--- config.mk ---
export PLATFORM = sky130hd
export DESIGN_NAME = pbc_power_ctrl
export DESIGN_NICKNAME = d
export VERILOG_FILES = /design/src/design/pbc_pkg.sv /design/src/design/pbc_tick_gen.sv /design/src/design/pbc_power_ctrl.sv
export SDC_FILE = /design/constraint.sdc
export NUM_CORES = 1
export LEC_CHECK = 0
export ABC_AREA = 1
export BUFFER_PORTS_ARGS = -buffer_cell sky130_fd_sc_hd__buf_2
export CORE_UTILIZATION = 55
export DETAILED_ROUTE_END_ITERATION = 10
export GPL_TIMING_DRIVEN = 0
export PLACE_DENSITY = 0.86
export SLEW_MARGIN = 5
export SYNTH_ARGS = -nofsm -noshare
export SYNTH_HDL_FRONTEND = slang
export SYNTH_SLANG_ARGS = --single-unit
export TNS_END_PERCENT = 100
--- constraint.sdc ---
create_clock -name clk_sys -period 4.4 [get_ports clk_sys]
set_input_delay 0.22 -clock clk_sys [delete_from_list [all_inputs] [get_ports clk_sys]]
set_output_delay 0.22 -clock clk_sys [all_outputs]
set_load 0.05 [all_outputs]
--- src/design/pbc_pkg.sv ---
/*
 * Shared constants and types of the push-button power controller.
 * Assumes a 200 MHz system clock; all intervals run on a 1 us internal timebase.
 */
package pbc_pkg;

	// -------------------------------------------------------------------
	// clock and timebase
	// -------------------------------------------------------------------
	localparam int CLK_PERIOD_PS = 5000;
	localparam int TICK_NS = 1000;
	localparam int TICK_CYCLES = (TICK_NS * 1000) / CLK_PERIOD_PS;

	// -------------------------------------------------------------------
	// documented intervals, in microseconds, and their timebase counts
	// -------------------------------------------------------------------
	localparam int T_ON_DB_US = 128000;
	localparam int T_OFF_DB_US = 32000;
	localparam int T_KILL_DELAY_US = 128000;
	localparam int T_BLANK_US = 512000;
	localparam int T_LOCKOUT_US = 256000;
	localparam int T_REL_DB_US = 32000;
	localparam int T_KILL_FILT_US = 30;

	localparam int ON_DB_TICKS = (T_ON_DB_US * 1000) / TICK_NS;
	localparam int OFF_DB_TICKS = (T_OFF_DB_US * 1000) / TICK_NS;
	localparam int KILL_DELAY_TICKS = (T_KILL_DELAY_US * 1000) / TICK_NS;
	localparam int BLANK_TICKS = (T_BLANK_US * 1000) / TICK_NS;
	localparam int LOCKOUT_TICKS = (T_LOCKOUT_US * 1000) / TICK_NS;
	localparam int REL_DB_TICKS = (T_REL_DB_US * 1000) / TICK_NS;
	localparam int KILL_FILT_TICKS = (T_KILL_FILT_US * 1000 + TICK_NS - 1) / TICK_NS;

	// -------------------------------------------------------------------
	// widths and reset values
	// -------------------------------------------------------------------
	localparam int TMR_W = 22;
	localparam int FILT_W = 8;
	localparam int EXT_W = 20;
	localparam logic RST_EN_ON = 1'b0;
	localparam logic RST_ALERT_N = 1'b1;

	// extension intervals, each in timebase ticks (1 us)
	typedef struct packed {
		logic [EXT_W-1:0] off_time_extend;
		logic [EXT_W-1:0] shutdown_timeout_extend;
	} pbc_cfg_t;

	// gray-coded along off -> on -> run -> off path
	typedef enum logic [2:0] {
		ST_OFF = 3'h0,
		ST_ON_DB = 3'h1,
		ST_BLANK = 3'h3,
		ST_ARM = 3'h2,
		ST_RUN = 3'h6,
		ST_OFF_DB = 3'h7,
		ST_ALERT = 3'h5,
		ST_LOCKOUT = 3'h4
	} pbc_state_t;

endpackage : pbc_pkg

--- src/design/pbc_tick_gen.sv ---
/*
 * Timebase prescaler: one-cycle tick every DIV enabled clock cycles.
 * Assumes synchronous active-high reset and a clock enable that freezes it.
 */
`timescale 1ns/100ps
`default_nettype none

module pbc_tick_gen #(
	parameter int DIV = 200
) (
	input wire logic clk_sys, // system clock
	input wire logic srst, // synchronous reset
	input wire logic ce, // clock enable
	output logic tick // one-cycle timebase pulse
);

	localparam int CW = $clog2(DIV);

	initial
	begin
		if (DIV < 2) $error("pbc_tick_gen: DIV must be at least 2");
	end

	logic [CW-1:0] cnt_ff;

	// --------------------------------------------------------------------
	// divider
	// --------------------------------------------------------------------
	// tick is gated by ce so that a frozen block never sees a stale tick
	always_ff @(posedge clk_sys)
	begin
		if (srst)
			cnt_ff <= '0;
		else if (ce)
			cnt_ff <= (cnt_ff == CW'(DIV - 1)) ? '0 : cnt_ff + 1'b1;
	end

	assign tick = ce && (cnt_ff == CW'(DIV - 1));

endmodule : pbc_tick_gen

`default_nettype wire

--- src/design/pbc_power_ctrl.sv ---
/*
 * Push-button on/off power sequencer with host shutdown handshake.
 * Assumes pins push_button_n and shutdown_req_n are asynchronous to clk_sys,
 * and the configuration extensions are static from this clock domain.
 */
//
// Overview of operation
// - ignore button 256ms after shutdown-request release
// - variants differ only in enable polarity
// - base turn-off debounce is 32ms
// - optional extension adds to turn-off debounce
// - 128ms request timeout releases enable itself
// - optional extension lengthens request timeout
// - low request outside blanking drops enable
// - request low pulses under 30us ignored except at blanking end
// - button low 128ms turns enable on
// - 512ms blanking; request still low then releases
// - turn-off debounce raises alert, starts timer
// - button high restarts on and off debounce; button low restarts release debounce
`timescale 1ns/100ps
`default_nettype none

module pbc_power_ctrl
	import pbc_pkg::*;
#(
	parameter bit EN_ACTIVE_HIGH = 1'b1,
	parameter int TICK_DIV = TICK_CYCLES,
	parameter int ON_DB = ON_DB_TICKS,
	parameter int OFF_DB = OFF_DB_TICKS,
	parameter int KILL_DELAY = KILL_DELAY_TICKS,
	parameter int BLANK = BLANK_TICKS,
	parameter int LOCKOUT = LOCKOUT_TICKS,
	parameter int REL_DB = REL_DB_TICKS,
	parameter int KILL_FILT = KILL_FILT_TICKS
) (
	input wire logic clk_sys, // system clock, 200 MHz
	input wire logic srst, // synchronous reset, active high
	input wire logic ce, // clock enable, freezes all state when low
	input wire logic push_button_n, // push button pin, low = pressed
	input wire logic shutdown_req_n, // shutdown request from host, low = request
	input wire pbc_cfg_t cfg, // turn-off and timeout extensions, in ticks
	output logic pwr_en, // power enable, polarity per variant
	output logic alert_n // power-down alert to host, low = alert
);

	initial
	begin
		if (TICK_DIV < 2 || KILL_FILT < 1 || KILL_FILT >= (1 << FILT_W))
			$error("pbc_power_ctrl: timebase or filter setting out of range");
		if (ON_DB < 1 || BLANK < 1 || LOCKOUT < 1 || REL_DB < 1)
			$error("pbc_power_ctrl: intervals must be at least one tick");
		if (OFF_DB + (1 << EXT_W) >= (1 << TMR_W) || KILL_DELAY + (1 << EXT_W) >= (1 << TMR_W))
			$error("pbc_power_ctrl: timer too narrow for extended intervals");
		if (ON_DB >= (1 << TMR_W) || BLANK >= (1 << TMR_W) || LOCKOUT >= (1 << TMR_W))
			$error("pbc_power_ctrl: timer too narrow for fixed intervals");
	end

	// --------------------------------------------------------------------
	// timebase and pin synchronisers
	// --------------------------------------------------------------------
	logic tick;

	pbc_tick_gen #(
		.DIV(TICK_DIV)
	) u_tick (
		.clk_sys(clk_sys),
		.srst(srst),
		.ce(ce),
		.tick(tick)
	);

	logic [1:0] btn_sync_ff;
	logic [1:0] req_sync_ff;

	// two flops per pin; only the second stage is read
	always_ff @(posedge clk_sys)
	begin
		if (srst)
		begin
			btn_sync_ff <= 2'h3;
			req_sync_ff <= 2'h3;
		end
		else if (ce)
		begin
			btn_sync_ff <= {btn_sync_ff[0], push_button_n};
			req_sync_ff <= {req_sync_ff[0], shutdown_req_n};
		end
	end

	logic btn_low;
	logic req_low;
	assign btn_low = !btn_sync_ff[1];
	assign req_low = !req_sync_ff[1];

	// --------------------------------------------------------------------
	// shutdown request glitch filter
	// --------------------------------------------------------------------
	logic [FILT_W-1:0] filt_ff;
	logic req_valid_ff;

	// a high level restarts the count, so only a wide low is acted on
	always_ff @(posedge clk_sys)
	begin
		if (srst)
		begin
			filt_ff <= '0;
			req_valid_ff <= 1'b0;
		end
		else if (ce)
		begin
			if (!req_low)
			begin
				filt_ff <= '0;
				req_valid_ff <= 1'b0;
			end
			else if (tick && !req_valid_ff)
			begin
				filt_ff <= filt_ff + 1'b1;
				req_valid_ff <= (filt_ff == FILT_W'(KILL_FILT - 1));
			end
		end
	end

	// --------------------------------------------------------------------
	// sequencer
	// --------------------------------------------------------------------
	pbc_state_t state_ff;
	pbc_state_t nxt_state;
	logic [TMR_W-1:0] tmr_ff;
	logic [TMR_W-1:0] target;
	logic done;
	logic restart;

	// interval of the current state; extensions add to the base
	always_comb
	begin
		case (state_ff)
			ST_ON_DB: target = TMR_W'(ON_DB);
			ST_BLANK: target = TMR_W'(BLANK);
			ST_ARM: target = TMR_W'(REL_DB);
			ST_OFF_DB: target = TMR_W'(OFF_DB) + TMR_W'(cfg.off_time_extend);
			ST_ALERT: target = TMR_W'(KILL_DELAY) + TMR_W'(cfg.shutdown_timeout_extend);
			ST_LOCKOUT: target = TMR_W'(LOCKOUT);
			default: target = TMR_W'(1);
		endcase
	end

	assign done = tick && (tmr_ff >= target - 1'b1);

	// request monitored only once blanking is over
	always_comb
	begin
		nxt_state = state_ff;
		case (state_ff)
			ST_OFF:
				if (btn_low) nxt_state = ST_ON_DB;
			ST_ON_DB:
				if (!btn_low) nxt_state = ST_OFF;
				else if (done) nxt_state = ST_BLANK;
			ST_BLANK:
				if (done) nxt_state = req_low ? ST_LOCKOUT : ST_ARM;
			ST_ARM:
				if (req_valid_ff) nxt_state = ST_LOCKOUT;
				else if (done) nxt_state = ST_RUN;
			ST_RUN:
				if (req_valid_ff) nxt_state = ST_LOCKOUT;
				else if (btn_low) nxt_state = ST_OFF_DB;
			ST_OFF_DB:
				if (req_valid_ff) nxt_state = ST_LOCKOUT;
				else if (!btn_low) nxt_state = ST_RUN;
				else if (done) nxt_state = ST_ALERT;
			ST_ALERT:
				if (req_valid_ff || done) nxt_state = ST_LOCKOUT;
			ST_LOCKOUT:
				if (done) nxt_state = ST_OFF;
			default:
				nxt_state = ST_OFF;
		endcase
	end

	always_ff @(posedge clk_sys)
	begin
		if (srst)
			state_ff <= ST_OFF;
		else if (ce)
			state_ff <= nxt_state;
	end

	// in the arm state a button press restarts the release debounce
	assign restart = (nxt_state != state_ff) || (state_ff == ST_ARM && btn_low);

	// one counter serves every state interval, all on the same timebase
	always_ff @(posedge clk_sys)
	begin
		if (srst)
			tmr_ff <= '0;
		else if (ce)
		begin
			if (restart)
				tmr_ff <= '0;
			else if (tick && !done)
				tmr_ff <= tmr_ff + 1'b1;
		end
	end

	// --------------------------------------------------------------------
	// outputs
	// --------------------------------------------------------------------
	logic en_on_ff;
	logic alert_n_ff;

	always_ff @(posedge clk_sys)
	begin
		if (srst)
		begin
			en_on_ff <= RST_EN_ON;
			alert_n_ff <= RST_ALERT_N;
		end
		else if (ce)
		begin
			en_on_ff <= (nxt_state inside {ST_BLANK, ST_ARM, ST_RUN, ST_OFF_DB, ST_ALERT});
			alert_n_ff <= (nxt_state != ST_ALERT);
		end
	end

	assign pwr_en = EN_ACTIVE_HIGH ? en_on_ff : !en_on_ff;
	assign alert_n = alert_n_ff;
endmodule : pbc_power_ctrl

`default_nettype wire

==> parameters.txt, run 1 <==
Parameter                              Value

Floorplan
  Core outline area    8180 µm²
  Site Rows    33
  Die Height    93.9 µm
  Die ar.    8820 µm²
  Initial standard-cell utilization of the core    0.568
  Die outline width    93.9 µm
  Io pins    47

Clock network
  Total CTS buffers    5
  Insertion delay of the later-clocked pin in the worst-skew pair    0.32 ns
  Count of H-tree levels built during CTS    2
  Clock Sink Count    48
  Root buffer selected by CTS    clkbuf_8
  Hold-fix buffers at CTS    0
  Register clock-pin slew on the reported worst setup and hold paths    0.10 ns
  Maximum clock insertion buffer count    2
  CTS tree    built

Global route
  Pin count of the biggest net entering global routing    16
  Number of antenna violations at the first check in global routing    0
  Overall track demand over capacity in global routing    0.324
  Number of global-route vias before repair    5195
  Wire length of the first global-routing pass    22.8 mm
  Sum of overflow across all layers after global routing    0

Power and ir drop
  Power per cell area    269 nW/µm²
  Sequential fraction of design power    0.320
  Share of total power in the clock network    0.182
  Net Sw Power    0.686 mW
  Static leakage    2.92 nW
  Max IR drop VDD    0.000169 V
  Logic gate share of total power    0.498
  Internal Pwr Total    0.917 mW
  Switching power share of the total    0.428

Logic synthesis
  Xor and xnor fraction of the mapped netlist area    0.0547
  Top post-synthesis cells by area    dfxtp_1, nand2_1, nor2_1, inv_1, ha_1
  Number of enable flip-flop cells after synthesis    0
  Multiplexer area fraction after synthesis    0
  Yosys warning total    0
  Number of distinct library cells after synthesis    49
  Post-synthesis cell area    4640 µm²
  Simple-gate area share of the yosys netlist    0.427
  Synthesized-area fraction occupied by ao, oa, aoi and oai cells    0.106
  Sequential cell area fraction in the yosys report    0.207
  Leading register cell type out of synthesis    dfxtp_1
  Cell taking the most area after synthesis    dfxtp_1
  Mapped Cells    768
  Syn nets    842
  Post-synthesis sequential element count    48
  Synth async-reset ratio    0
  Synthesized area per cell    6.05 µm²
  Largest family of logic cells by synthesized area    simple AND/OR/NAND/NOR gates
  Adder-cell area share of the yosys netlist    0.0781
  Top-area cell type share of the netlist area    0.207

Finish
  Final #Nets    943
  Ant. Diodes    0
  Fraction of final layout cells sized beyond drive strength 1    0.241
  Finished Core Util    0.729
  Syn-to-layout area delta    28.3%
  Post-Layout Cell Count    975

Worst setup path
  Crit start category    register
  Critical register-to-register path endpoint    tmr_ff[18]
  Data arrival time of the critical path    4.92 ns
  Worst EP required    4.63 ns
  Worst reg-to-reg setup slack    -0.29 ns
  Category of the worst setup path capture point    register
  Critical-path maximum fanout    10
  Worst R2R Path Depth    25
  Reg2reg start    state_ff[2]
  CP Class    reg -> reg

Placement
  Number of buffers added on ports    45
  Placed Cells    918
  Post-detail-place hpwl    9.49 mm
  Final Wtd Congestion    0.923

Hold path
  Worst hold path type    in -> reg
  Min-delay src    push_button_n
  Worst-case hold path end point    btn_sync_ff[0]
  Worst hold path cell count    3

Routing
  Detailed Route WL    16.3 mm
  Number of iterations in the first detailed-routing pass    7
  Drt wl/cell    16.7 µm
  Vias/cell    6.10
  Routed via count    5952
  Number of DRC markers after the initial detailed-route iteration    686
  Count of unresolved DRC violations after routing    0
  Count of antenna-violating nets left after detailed routing    0

STA
  Final setup violation count    25
  Maximum clock rate    213 MHz
  Unrepaired setup endpoints after global routing    true
  Final slew viol count    0
  Hold Slack    0.114 ns
  Worst-case clock skew    0.00900 ns
  Worst Setup Slack, final    -0.290 ns
  Worst slew pin tran    0.768 ns
  Slew headroom    0.488
  Period utilization    1.07
  Count of endpoints failing hold in the final timing report    0
  Final worst path period need    4.69 ns

Status
  Run status    complete, but fails checks
  Failing checks    negative setup slack

Run
  Max-cap violations    0
critical path, stage by stage, from the launching register on:
cell,delay [ns]
dfxtp_4,0.39
nand2_4,0.11
nor2_4,0.05
buf_6,0.13
buf_8,0.12
a22oi_2,0.27
buf_4,0.20
nand3_4,0.11
nor2_4,0.19
nand3_4,0.11
nor4_4,0.28
buf_4,0.17
xor2_1,0.06
ha_1,0.31
nand2_2,0.08
nor2_1,0.18
nand2_1,0.13
nor2_1,0.16
nand2_2,0.08
nand4_4,0.15
inv_1,0.09
nand2_1,0.27
buf_1,0.63
nand3_1,0.17
nand2_1,0.10
nor2_1,0.05
layout by cell type, fill, tap and decap left out, drive strengths merged, types with 2 or more instances in the layout:
master / n
clkbuf: 12
a31oi: 4
nor3: 28
dfxtp: 48
nand4: 21
nor3b: 7
nor4: 13
o21ai: 31
o21bai: 3
a22oi: 8
nand2: 178
nand3: 56
nor2: 130
xnor2: 3
clkinv: 2
xor2: 26
a21oi: 28
inv: 120
ha: 29
or2: 3
buf: 107
o211ai: 3
registers in the layout, summed over array words and instances (netlist names):
name / count
pwr_en: 1
btn_sync_ff: 2
req_valid_ff: 1
filt_ff: 8
state_ff: 3
alert_n: 1
tmr_ff: 22
u_tick.cnt_ff: 8
req_sync_ff: 2
layout make-up:
class	count	area, µm²
clock inverter	2	13.8
tap	105	131
fill	587	2220
multi-input combinational	581	3480
buffer	18	148
sequential	48	970
inverter	120	460
timing repair buffer	95	677
clock buffer	6	82.6
routing by layer:
| metal | wire length (µm) | up-vias | track usage |
|---|---|---|---|
| li1 | - | 2687 | - |
| met1 | 5930 | 2648 | 0.385 |
| met4 | 1150 | 0 | 0.145 |
| met2 | 7540 | 454 | 0.555 |
| met3 | 1650 | 163 | 0.0680 |
| met5 | 0 | - | 0 |
metrics by stage:
step                      setup TNS, ns  power (mW)  instance area, µm²  worst slack [ns]
after floorplan                       0       0.924                4640             0.143
after global placement           -15.16        1.03                5000            -0.718
after detailed placement         -18.37        1.06                5000            -0.850
after CTS                         -2.87        1.47                5680            -0.165
after global routing             -13.24        1.69                5960            -0.589
final                             -5.57        1.60                5960            -0.290
power groups by stage:
stage | Combinational (mW) | Clock (mW) | Sequential, mW
after floorplan | 0.414 | 0 | 0.510
after global placement | 0.518 | 0 | 0.517
after detailed placement | 0.541 | 0 | 0.519
after CTS | 0.671 | 0.294 | 0.509
after global routing | 0.863 | 0.311 | 0.516
final | 0.798 | 0.292 | 0.513
timing repair:
action | 4_1_cts | 5_1_grt
pin swaps | 39 | 36
gates cloned | 3 | 0
setup endpoints to repair | 25 | 27
resized for setup | 67 | 48
buffers inserted | 36 | 13
synthesized netlist by cell type, types with 4 or more instances:
master / count
buf_4: 4
buf_6: 4
xor2_1: 26
a31oi_1: 4
a22oi_1: 7
inv_1: 112
nor3b_1: 7
a21oi_1: 28
ha_1: 29
clkbuf_1: 6
nand4_1: 18
nand3_1: 53
dfxtp_1: 48
nor4_1: 12
nor2_2: 9
nor2_1: 119
nand2_1: 176
o21ai_0: 29
inv_2: 6
nor3_1: 26
how the worst max path moves through the flow:
stage	start	end	slack (ns)	cells after the start
finish	state_ff[2]	tmr_ff[18]	-0.29	25
floorplan	state_ff[2]	tmr_ff[17]	0.14	36
global route	state_ff[2]	tmr_ff[13]	-0.59	35
CTS	state_ff[2]	tmr_ff[13]	-0.17	37
detailed placement	state_ff[2]	tmr_ff[3]	-0.85	35
global placement	state_ff[2]	tmr_ff[2]	-0.72	35
kinds of logic (layout without fill, tap and decap cells):
kind of cell / Yosys count / count (layout)
buffers and inverters: 139 / 241
xor gates and xnor gates: 29 / 29
adders and majority gates: 29 / 29
and+or+nand+nor: 438 / 438
AOI/OAI and AO/OA: 84 / 84
DFF: 48 / 48
other: 1 / 1
(Power assumes the default switching activity.)
==> run 2, diff against run 1 <==
--- a/config.mk
+++ b/config.mk
@@ -10,7 +10,8 @@
 export CORE_UTILIZATION = 55
 export DETAILED_ROUTE_END_ITERATION = 10
 export GPL_TIMING_DRIVEN = 0
-export PLACE_DENSITY = 0.86
+export PLACE_DENSITY = 0.78
+export RECOVER_POWER = 50
 export SLEW_MARGIN = 5
 export SYNTH_ARGS = -nofsm -noshare
 export SYNTH_HDL_FRONTEND = slang
==> run 2 against run 1 <==
The flow still finishes with violations (negative setup slack). Worst hold slack about the same. Maximum frequency up 1.4%. Combinational power down 2%. Worst setup slack better by 0.065 ns.
==> parameters.txt, run 2 (same netlist as run 1, synthesis figures left out) <==
Parameter                              Value

Placement
  Final Wtd Congestion    0.942 (was 0.923)
  Number of buffers added on ports    45 (unchanged)
  Post-detail-place hpwl    9.70 mm (was 9.49 mm)
  Dpl cell area    5000 µm² (unchanged)

Clock network
  Root buffer selected by CTS    clkbuf_8 (unchanged)
  Register clock-pin slew on the reported worst setup and hold paths    0.09 ns (was 0.10 ns)
  Maximum clock insertion buffer count    2 (unchanged)
  Count of H-tree levels built during CTS    2 (unchanged)
  Total CTS buffers    5 (unchanged)
  CTS tree    built (unchanged)
  Clock Sink Count    48 (unchanged)
  Insertion delay of the later-clocked pin in the worst-skew pair    0.31 ns (was 0.32 ns)

Hold path
  Worst hold path type    in -> reg (unchanged)

Finish
  Summed area of non-filler cells in the final layout    6040 µm² (was 5960 µm²)
  Area occupied by registers    970 µm² (unchanged)
  Multi-input combinational cell area    3570 µm² (was 3480 µm²)
  Registers with the most flip-flops    tmr_ff x22, filt_ff x8, u_tick.cnt_ff x8 (unchanged)
  Final #Nets    939 (was 943)
  Number of fillers in the final layout    640 (was 587)
  Ant. Diodes    0 (unchanged)
  Fraction of final layout cells sized beyond drive strength 1    0.258 (was 0.241)
  Syn-to-layout area delta    30.0% (was 28.3%)
  Max FFs per register    22 (unchanged)
  Most flops, register    tmr_ff (unchanged)
  Most common cell after layout, fill and taps aside    nand2_1 (unchanged)
  Highest-count cells in the layout ignoring fill and taps    nand2_1, inv_1, nor2_1 (unchanged)

Worst setup path
  Crit-path slowest cell    dfxtp_4 (was buf_1)
  Crit start category    register (unchanged)
  Category of the worst setup path capture point    register (unchanged)
  CP Class    reg -> reg (unchanged)
  Critical-path maximum fanout    7 (was 10)
  CP max stage delay    0.40 ns (was 0.63 ns)
  Cell repeated most along the worst path    nand2_2
  Data arrival time of the critical path    4.84 ns (was 4.92 ns)
  Worst EP required    4.61 ns (was 4.63 ns)

STA
  Hold Slack    0.114 ns (about the same)
  Maximum clock rate    216 MHz (was 213 MHz)
  Unrepaired setup endpoints after global routing    true (unchanged)
  Count of endpoints failing hold in the final timing report    0 (unchanged)
  Final slew viol count    0 (unchanged)
  Slew headroom    0.529 (was 0.488)
  Final setup violation count    22 (was 25)
  Final worst path period need    4.63 ns (was 4.69 ns)
  Worst slew pin tran    0.701 ns (was 0.768 ns)
  Period utilization    1.05 (was 1.07)
  Worst-case clock skew    0.0119 ns (was 0.00900 ns)
  Worst Setup Slack, final    -0.225 ns (was -0.290 ns)

Routing
  Detailed Route WL    14.3 mm (was 16.3 mm)
  Number of DRC markers after the initial detailed-route iteration    406 (was 686)
  Count of unresolved DRC violations after routing    0 (unchanged)
  Number of iterations in the first detailed-routing pass    5 (was 7)
  Vias/cell    5.66 (was 6.10)
  Routed via count    5492 (was 5952)
  Count of antenna-violating nets left after detailed routing    0 (unchanged)
  Drt wl/cell    14.7 µm (was 16.7 µm)

Status
  Failing checks    negative setup slack (unchanged)
  Run status    complete, but fails checks (unchanged)

Global route
  Wire length of the first global-routing pass    21.4 mm (was 22.8 mm)
  Pin count of the biggest net entering global routing    15 (was 16)
  Sum of overflow across all layers after global routing    0 (unchanged)
  Overall track demand over capacity in global routing    0.305 (was 0.324)
  Number of antenna violations at the first check in global routing    0 (unchanged)
  Number of global-route vias before repair    4720 (was 5195)

Power and ir drop
  Static leakage    2.93 nW (was 2.92 nW)
  Power per cell area    268 nW/µm² (was 269 nW/µm²)
  Max IR drop VDD    0.000193 V (was 0.000169 V)

Floorplan
  Core outline area    8180 µm² (unchanged)
  Die outline width    93.9 µm (unchanged)
  Site Rows    33 (unchanged)
  Die Height    93.9 µm (unchanged)
  Die ar.    8820 µm² (unchanged)
  Initial standard-cell utilization of the core    0.568 (unchanged)
  Io pins    47 (unchanged)

Run
  Max-cap violations    0 (unchanged)
-- run 2: cell type report --
class / instances / area share
Buffer: 19 / 0.0253
Clock buffer: 6 / 0.0120
Inverter: 120 / 0.0763
Tap cell: 105 / 0.0218
Multi-Input combinational cell: 581 / 0.592
Clock inverter: 2 / 0.00580
Sequential cell: 48 / 0.161
Timing Repair Buffer: 90 / 0.106
-- run 2: layer usage --
metal  GRT usage  wire length (µm)
met1       0.405              6020
met2       0.515              7040
met3      0.0364               893
met4      0.0923               309
met5           0                 0
-- run 2: repair_timing --
action	CTS	global route
resized for setup	72	67
hold buffers	0	0
buffers inserted	32	13
endpoints found under the setup margin	26	25
pin swaps	30	57
cloned	3	1
-- run 2: worst paths after layout --
check                               startpoint  slack, ns        endpoint  depth (start not counted)
worst min-delay path            shutdown_req_n       0.11  req_sync_ff[0]                          3
worst max register to register     state_ff[1]      -0.23      tmr_ff[14]                         33
worst max-delay path               state_ff[1]      -0.23      tmr_ff[14]                         33
worst min register to register      filt_ff[7]       0.47      filt_ff[7]                          1
-- run 2: stage by stage --
step | power [mW] | std cells | util | setup slack (ns) | TNS [ns]
finish | 1.62 | 971 | 0.738 | -0.225 | -4.48
global route | 1.72 | 971 | 0.738 | -0.547 | -12.14
CTS | 1.51 | 960 | 0.695 | -0.152 | -2.83
detailed placement | 1.06 | 918 | 0.612 | -0.798 | -17.16
global placement | 1.04 | 918 | 0.612 | -0.756 | -15.99
floorplan | 0.924 | 768 | - | 0.143 | 0
-- run 2: worst max-delay path, delay by kind of cell, from the launching register on --
| family | cells | cell delay [ns] |
|---|---|---|
| AO/OA/AOI/OAI | 3 | 0.57 |
| XOR/XNOR | 1 | 0.19 |
| adder cells (fa/ha/maj) | 1 | 0.35 |
| buffers and inverters | 8 | 0.90 |
| flip-flops | 1 | 0.40 |
| AND/OR/NAND/NOR | 20 | 2.11 |
-- run 2: where the power goes --
group,switching [mW],internal (mW)
logic,0.454,0.331
clock network,0.151,0.169
registers,0.0479,0.466
==> run 3, diff against run 2 <==
--- a/config.mk
+++ b/config.mk
@@ -6,10 +6,13 @@
 export NUM_CORES = 1
 export LEC_CHECK = 0
 export ABC_AREA = 1
+export ABC_CLOCK_PERIOD_IN_PS = 4400
 export BUFFER_PORTS_ARGS = -buffer_cell sky130_fd_sc_hd__buf_2
+export CORE_ASPECT_RATIO = 1.1
 export CORE_UTILIZATION = 55
 export DETAILED_ROUTE_END_ITERATION = 10
 export GPL_TIMING_DRIVEN = 0
+export MAX_ROUTING_LAYER = met4
 export PLACE_DENSITY = 0.78
 export RECOVER_POWER = 50
 export SLEW_MARGIN = 5
==> run 3 against run 2 <==
The run still ends with negative setup slack left. Combinational power grew 2%. Sequential power is essentially flat. Final cell count grew 1.5%. Maximum frequency shrank 6.4%. Total power shrank 0.40%. Routed wire length grew 9.6%. Worst hold slack gained 0.017 ns.
==> parameters.txt, run 3 (same netlist as run 1, synthesis figures left out) <==
Parameter                              Value

Status
  Run status    complete, but fails checks (unchanged)
  Failing checks    negative setup slack (unchanged)

Floorplan
  Initial standard-cell utilization of the core    0.578 (was 0.568)
  Die Height    98.4 µm (was 93.9 µm)
  Site Rows    34 (was 33)
  Io pins    47 (unchanged)
  Die ar.    8820 µm² (about the same)
  Die outline width    89.6 µm (was 93.9 µm)
  Core outline area    8040 µm² (was 8180 µm²)

Hold path
  Worst hold path cell count    3 (unchanged)
  Worst hold path type    in -> reg (unchanged)
  Min-delay src    shutdown_req_n (unchanged)
  Worst-case hold path end point    req_sync_ff[0] (unchanged)

Global route
  Sum of overflow across all layers after global routing    0 (unchanged)
  Number of antenna violations at the first check in global routing    0 (unchanged)
  Wire length of the first global-routing pass    21.8 mm (was 21.4 mm)
  Number of global-route vias before repair    4998 (was 4720)
  Overall track demand over capacity in global routing    0.319 (was 0.305)
  Pin count of the biggest net entering global routing    16 (was 15)

Finish
  Ant. Diodes    0 (unchanged)
  Fraction of final layout cells sized beyond drive strength 1    0.255 (was 0.258)
  Post-Layout Cell Count    986 (was 971)
  Syn-to-layout area delta    30.1% (was 30.0%)
  Most common cell after layout, fill and taps aside    nand2_1 (unchanged)
  Final #Nets    951 (was 939)
  Max FFs per register    22 (unchanged)
  Registers with the most flip-flops    tmr_ff x22, filt_ff x8, u_tick.cnt_ff x8 (unchanged)
  Most flops, register    tmr_ff (unchanged)
  Highest-count cells in the layout ignoring fill and taps    nand2_1, inv_1, nor2_1 (unchanged)

Routing
  Vias/cell    5.80 (was 5.66)
  Count of unresolved DRC violations after routing    0 (unchanged)
  Drt wl/cell    15.9 µm (was 14.7 µm)
  Number of DRC markers after the initial detailed-route iteration    532 (was 406)
  Count of antenna-violating nets left after detailed routing    0 (unchanged)
  Detailed Route WL    15.6 mm (was 14.3 mm)
  Number of iterations in the first detailed-routing pass    5 (unchanged)
  Routed via count    5723 (was 5492)

Placement
  Final Wtd Congestion    0.928 (was 0.942)
  Number of buffers added on ports    45 (unchanged)
  Post-placement setup slack    -0.902 ns (was -0.798 ns)
  Placed Cells    921 (was 918)
  Post-detail-place hpwl    9.29 mm (was 9.70 mm)

Worst setup path
  Critical register-to-register path endpoint    tmr_ff[0] (was tmr_ff[14])
  Buf/Inv on CP    4 (was 8)
  CP max stage delay    0.40 ns (about the same)
  Family with the most delay on the worst path    simple AND/OR/NAND/NOR gates (unchanged)
  Crit start category    register (unchanged)
  Data arrival time of the critical path    5.12 ns (was 4.84 ns)
  Reg2reg start    state_ff[1] (unchanged)
  Cell repeated most along the worst path    nor2_4 (was nand2_2)
  Category of the worst setup path capture point    register (unchanged)
  Crit-path slowest cell    dfxtp_4 (unchanged)
  Worst EP required    4.58 ns (was 4.61 ns)
  CP Class    reg -> reg (unchanged)
  Worst reg-to-reg setup slack    -0.54 ns (was -0.23 ns)
  Worst R2R Path Depth    29 (was 33)
  Critical-path maximum fanout    6 (was 7)

STA
  Unrepaired setup endpoints after global routing    true (unchanged)
  Final slew viol count    0 (unchanged)
  Maximum clock rate    202 MHz (was 216 MHz)
  Slew headroom    0.577 (was 0.529)
  Count of endpoints failing hold in the final timing report    0 (unchanged)
  Period utilization    1.12 (was 1.05)
  Worst Setup Slack, final    -0.540 ns (was -0.225 ns)
  Worst slew pin tran    0.635 ns (was 0.701 ns)
  Hold Slack    0.131 ns (was 0.114 ns)
  Final setup violation count    25 (was 22)
  Worst-case clock skew    0.0167 ns (was 0.0119 ns)
  Final worst path period need    4.94 ns (was 4.63 ns)

Power and ir drop
  Static leakage    2.92 nW (was 2.93 nW)
  Max IR drop VDD    0.000186 V (was 0.000193 V)
  Power per cell area    267 nW/µm² (was 268 nW/µm²)

Clock network
  Insertion delay of the later-clocked pin in the worst-skew pair    0.32 ns (was 0.31 ns)
  Clock Sink Count    48 (unchanged)
  CTS tree    built (unchanged)
  Total CTS buffers    5 (unchanged)
  Root buffer selected by CTS    clkbuf_8 (unchanged)
  Count of H-tree levels built during CTS    2 (unchanged)
  Maximum clock insertion buffer count    2 (unchanged)
  Register clock-pin slew on the reported worst setup and hold paths    0.08 ns (was 0.09 ns)

Run
  Max-cap violations    0 (unchanged)
-- run 3: per-stage QoR --
| stage | power [mW] | area [µm²] | util | setup TNS (ns) |
|---|---|---|---|---|
| after global routing | 1.70 | 6040 | 0.752 | -13.42 |
| after detailed placement | 1.06 | 5000 | 0.622 | -19.04 |
| after global placement | 1.04 | 5000 | 0.622 | -15.68 |
| final | 1.61 | 6040 | 0.752 | -7.84 |
| after floorplan | 0.924 | 4640 | - | 0 |
| after CTS | 1.48 | 5730 | 0.712 | -2.77 |
-- run 3: worst min-delay path, cell delays in order --
cell and delay [ns]:
buf_2 0.08, nand2_1 0.04, nand3_1 0.07
-- run 3: worst max path at each step --
stage	cells after the start	endpoint	slack [ns]	from
4_1_cts	36	tmr_ff[18]	-0.15	state_ff[2]
3_5_place_dp	35	tmr_ff[4]	-0.90	state_ff[2]
5_1_grt	31	tmr_ff[0]	-0.72	state_ff[1]
2_1_floorplan	36	tmr_ff[17]	0.14	state_ff[2]
3_3_place_gp	35	tmr_ff[4]	-0.75	state_ff[2]
6_report	29	tmr_ff[0]	-0.54	state_ff[1]
-- run 3: where the power goes --
| group | internal (mW) | switching, mW |
|---|---|---|
| logic | 0.337 | 0.463 |
| registers | 0.466 | 0.0492 |
| clock network | 0.128 | 0.169 |
-- run 3: what timing repair did --
action	4_1_cts	5_1_grt
resized for setup	63	62
setup endpoints to repair	26	27
pin swaps	36	38
buffers inserted	44	12
gates cloned	3	0
hold buffers	0	0
-- run 3: cell type report --
| cell class | instances | area (µm²) |
|---|---|---|
| Multi-Input combinational cell | 581 | 3510 |
| Fill cell | 582 | 2000 |
| Timing Repair Buffer | 104 | 739 |
| Clock buffer | 6 | 82.6 |
| Sequential cell | 48 | 970 |
| Clock inverter | 2 | 15.0 |
| Inverter | 120 | 465 |
| Buffer | 17 | 129 |
| Tap cell | 108 | 135 |
-- run 3: metal layers --
layer  routed length, µm  global-route usage  share of wire
met1                5920               0.363           0.38
met2                7620               0.565           0.49
met3                1040              0.0363          0.067
met4                1050               0.111          0.067
met5                   0                   -              0
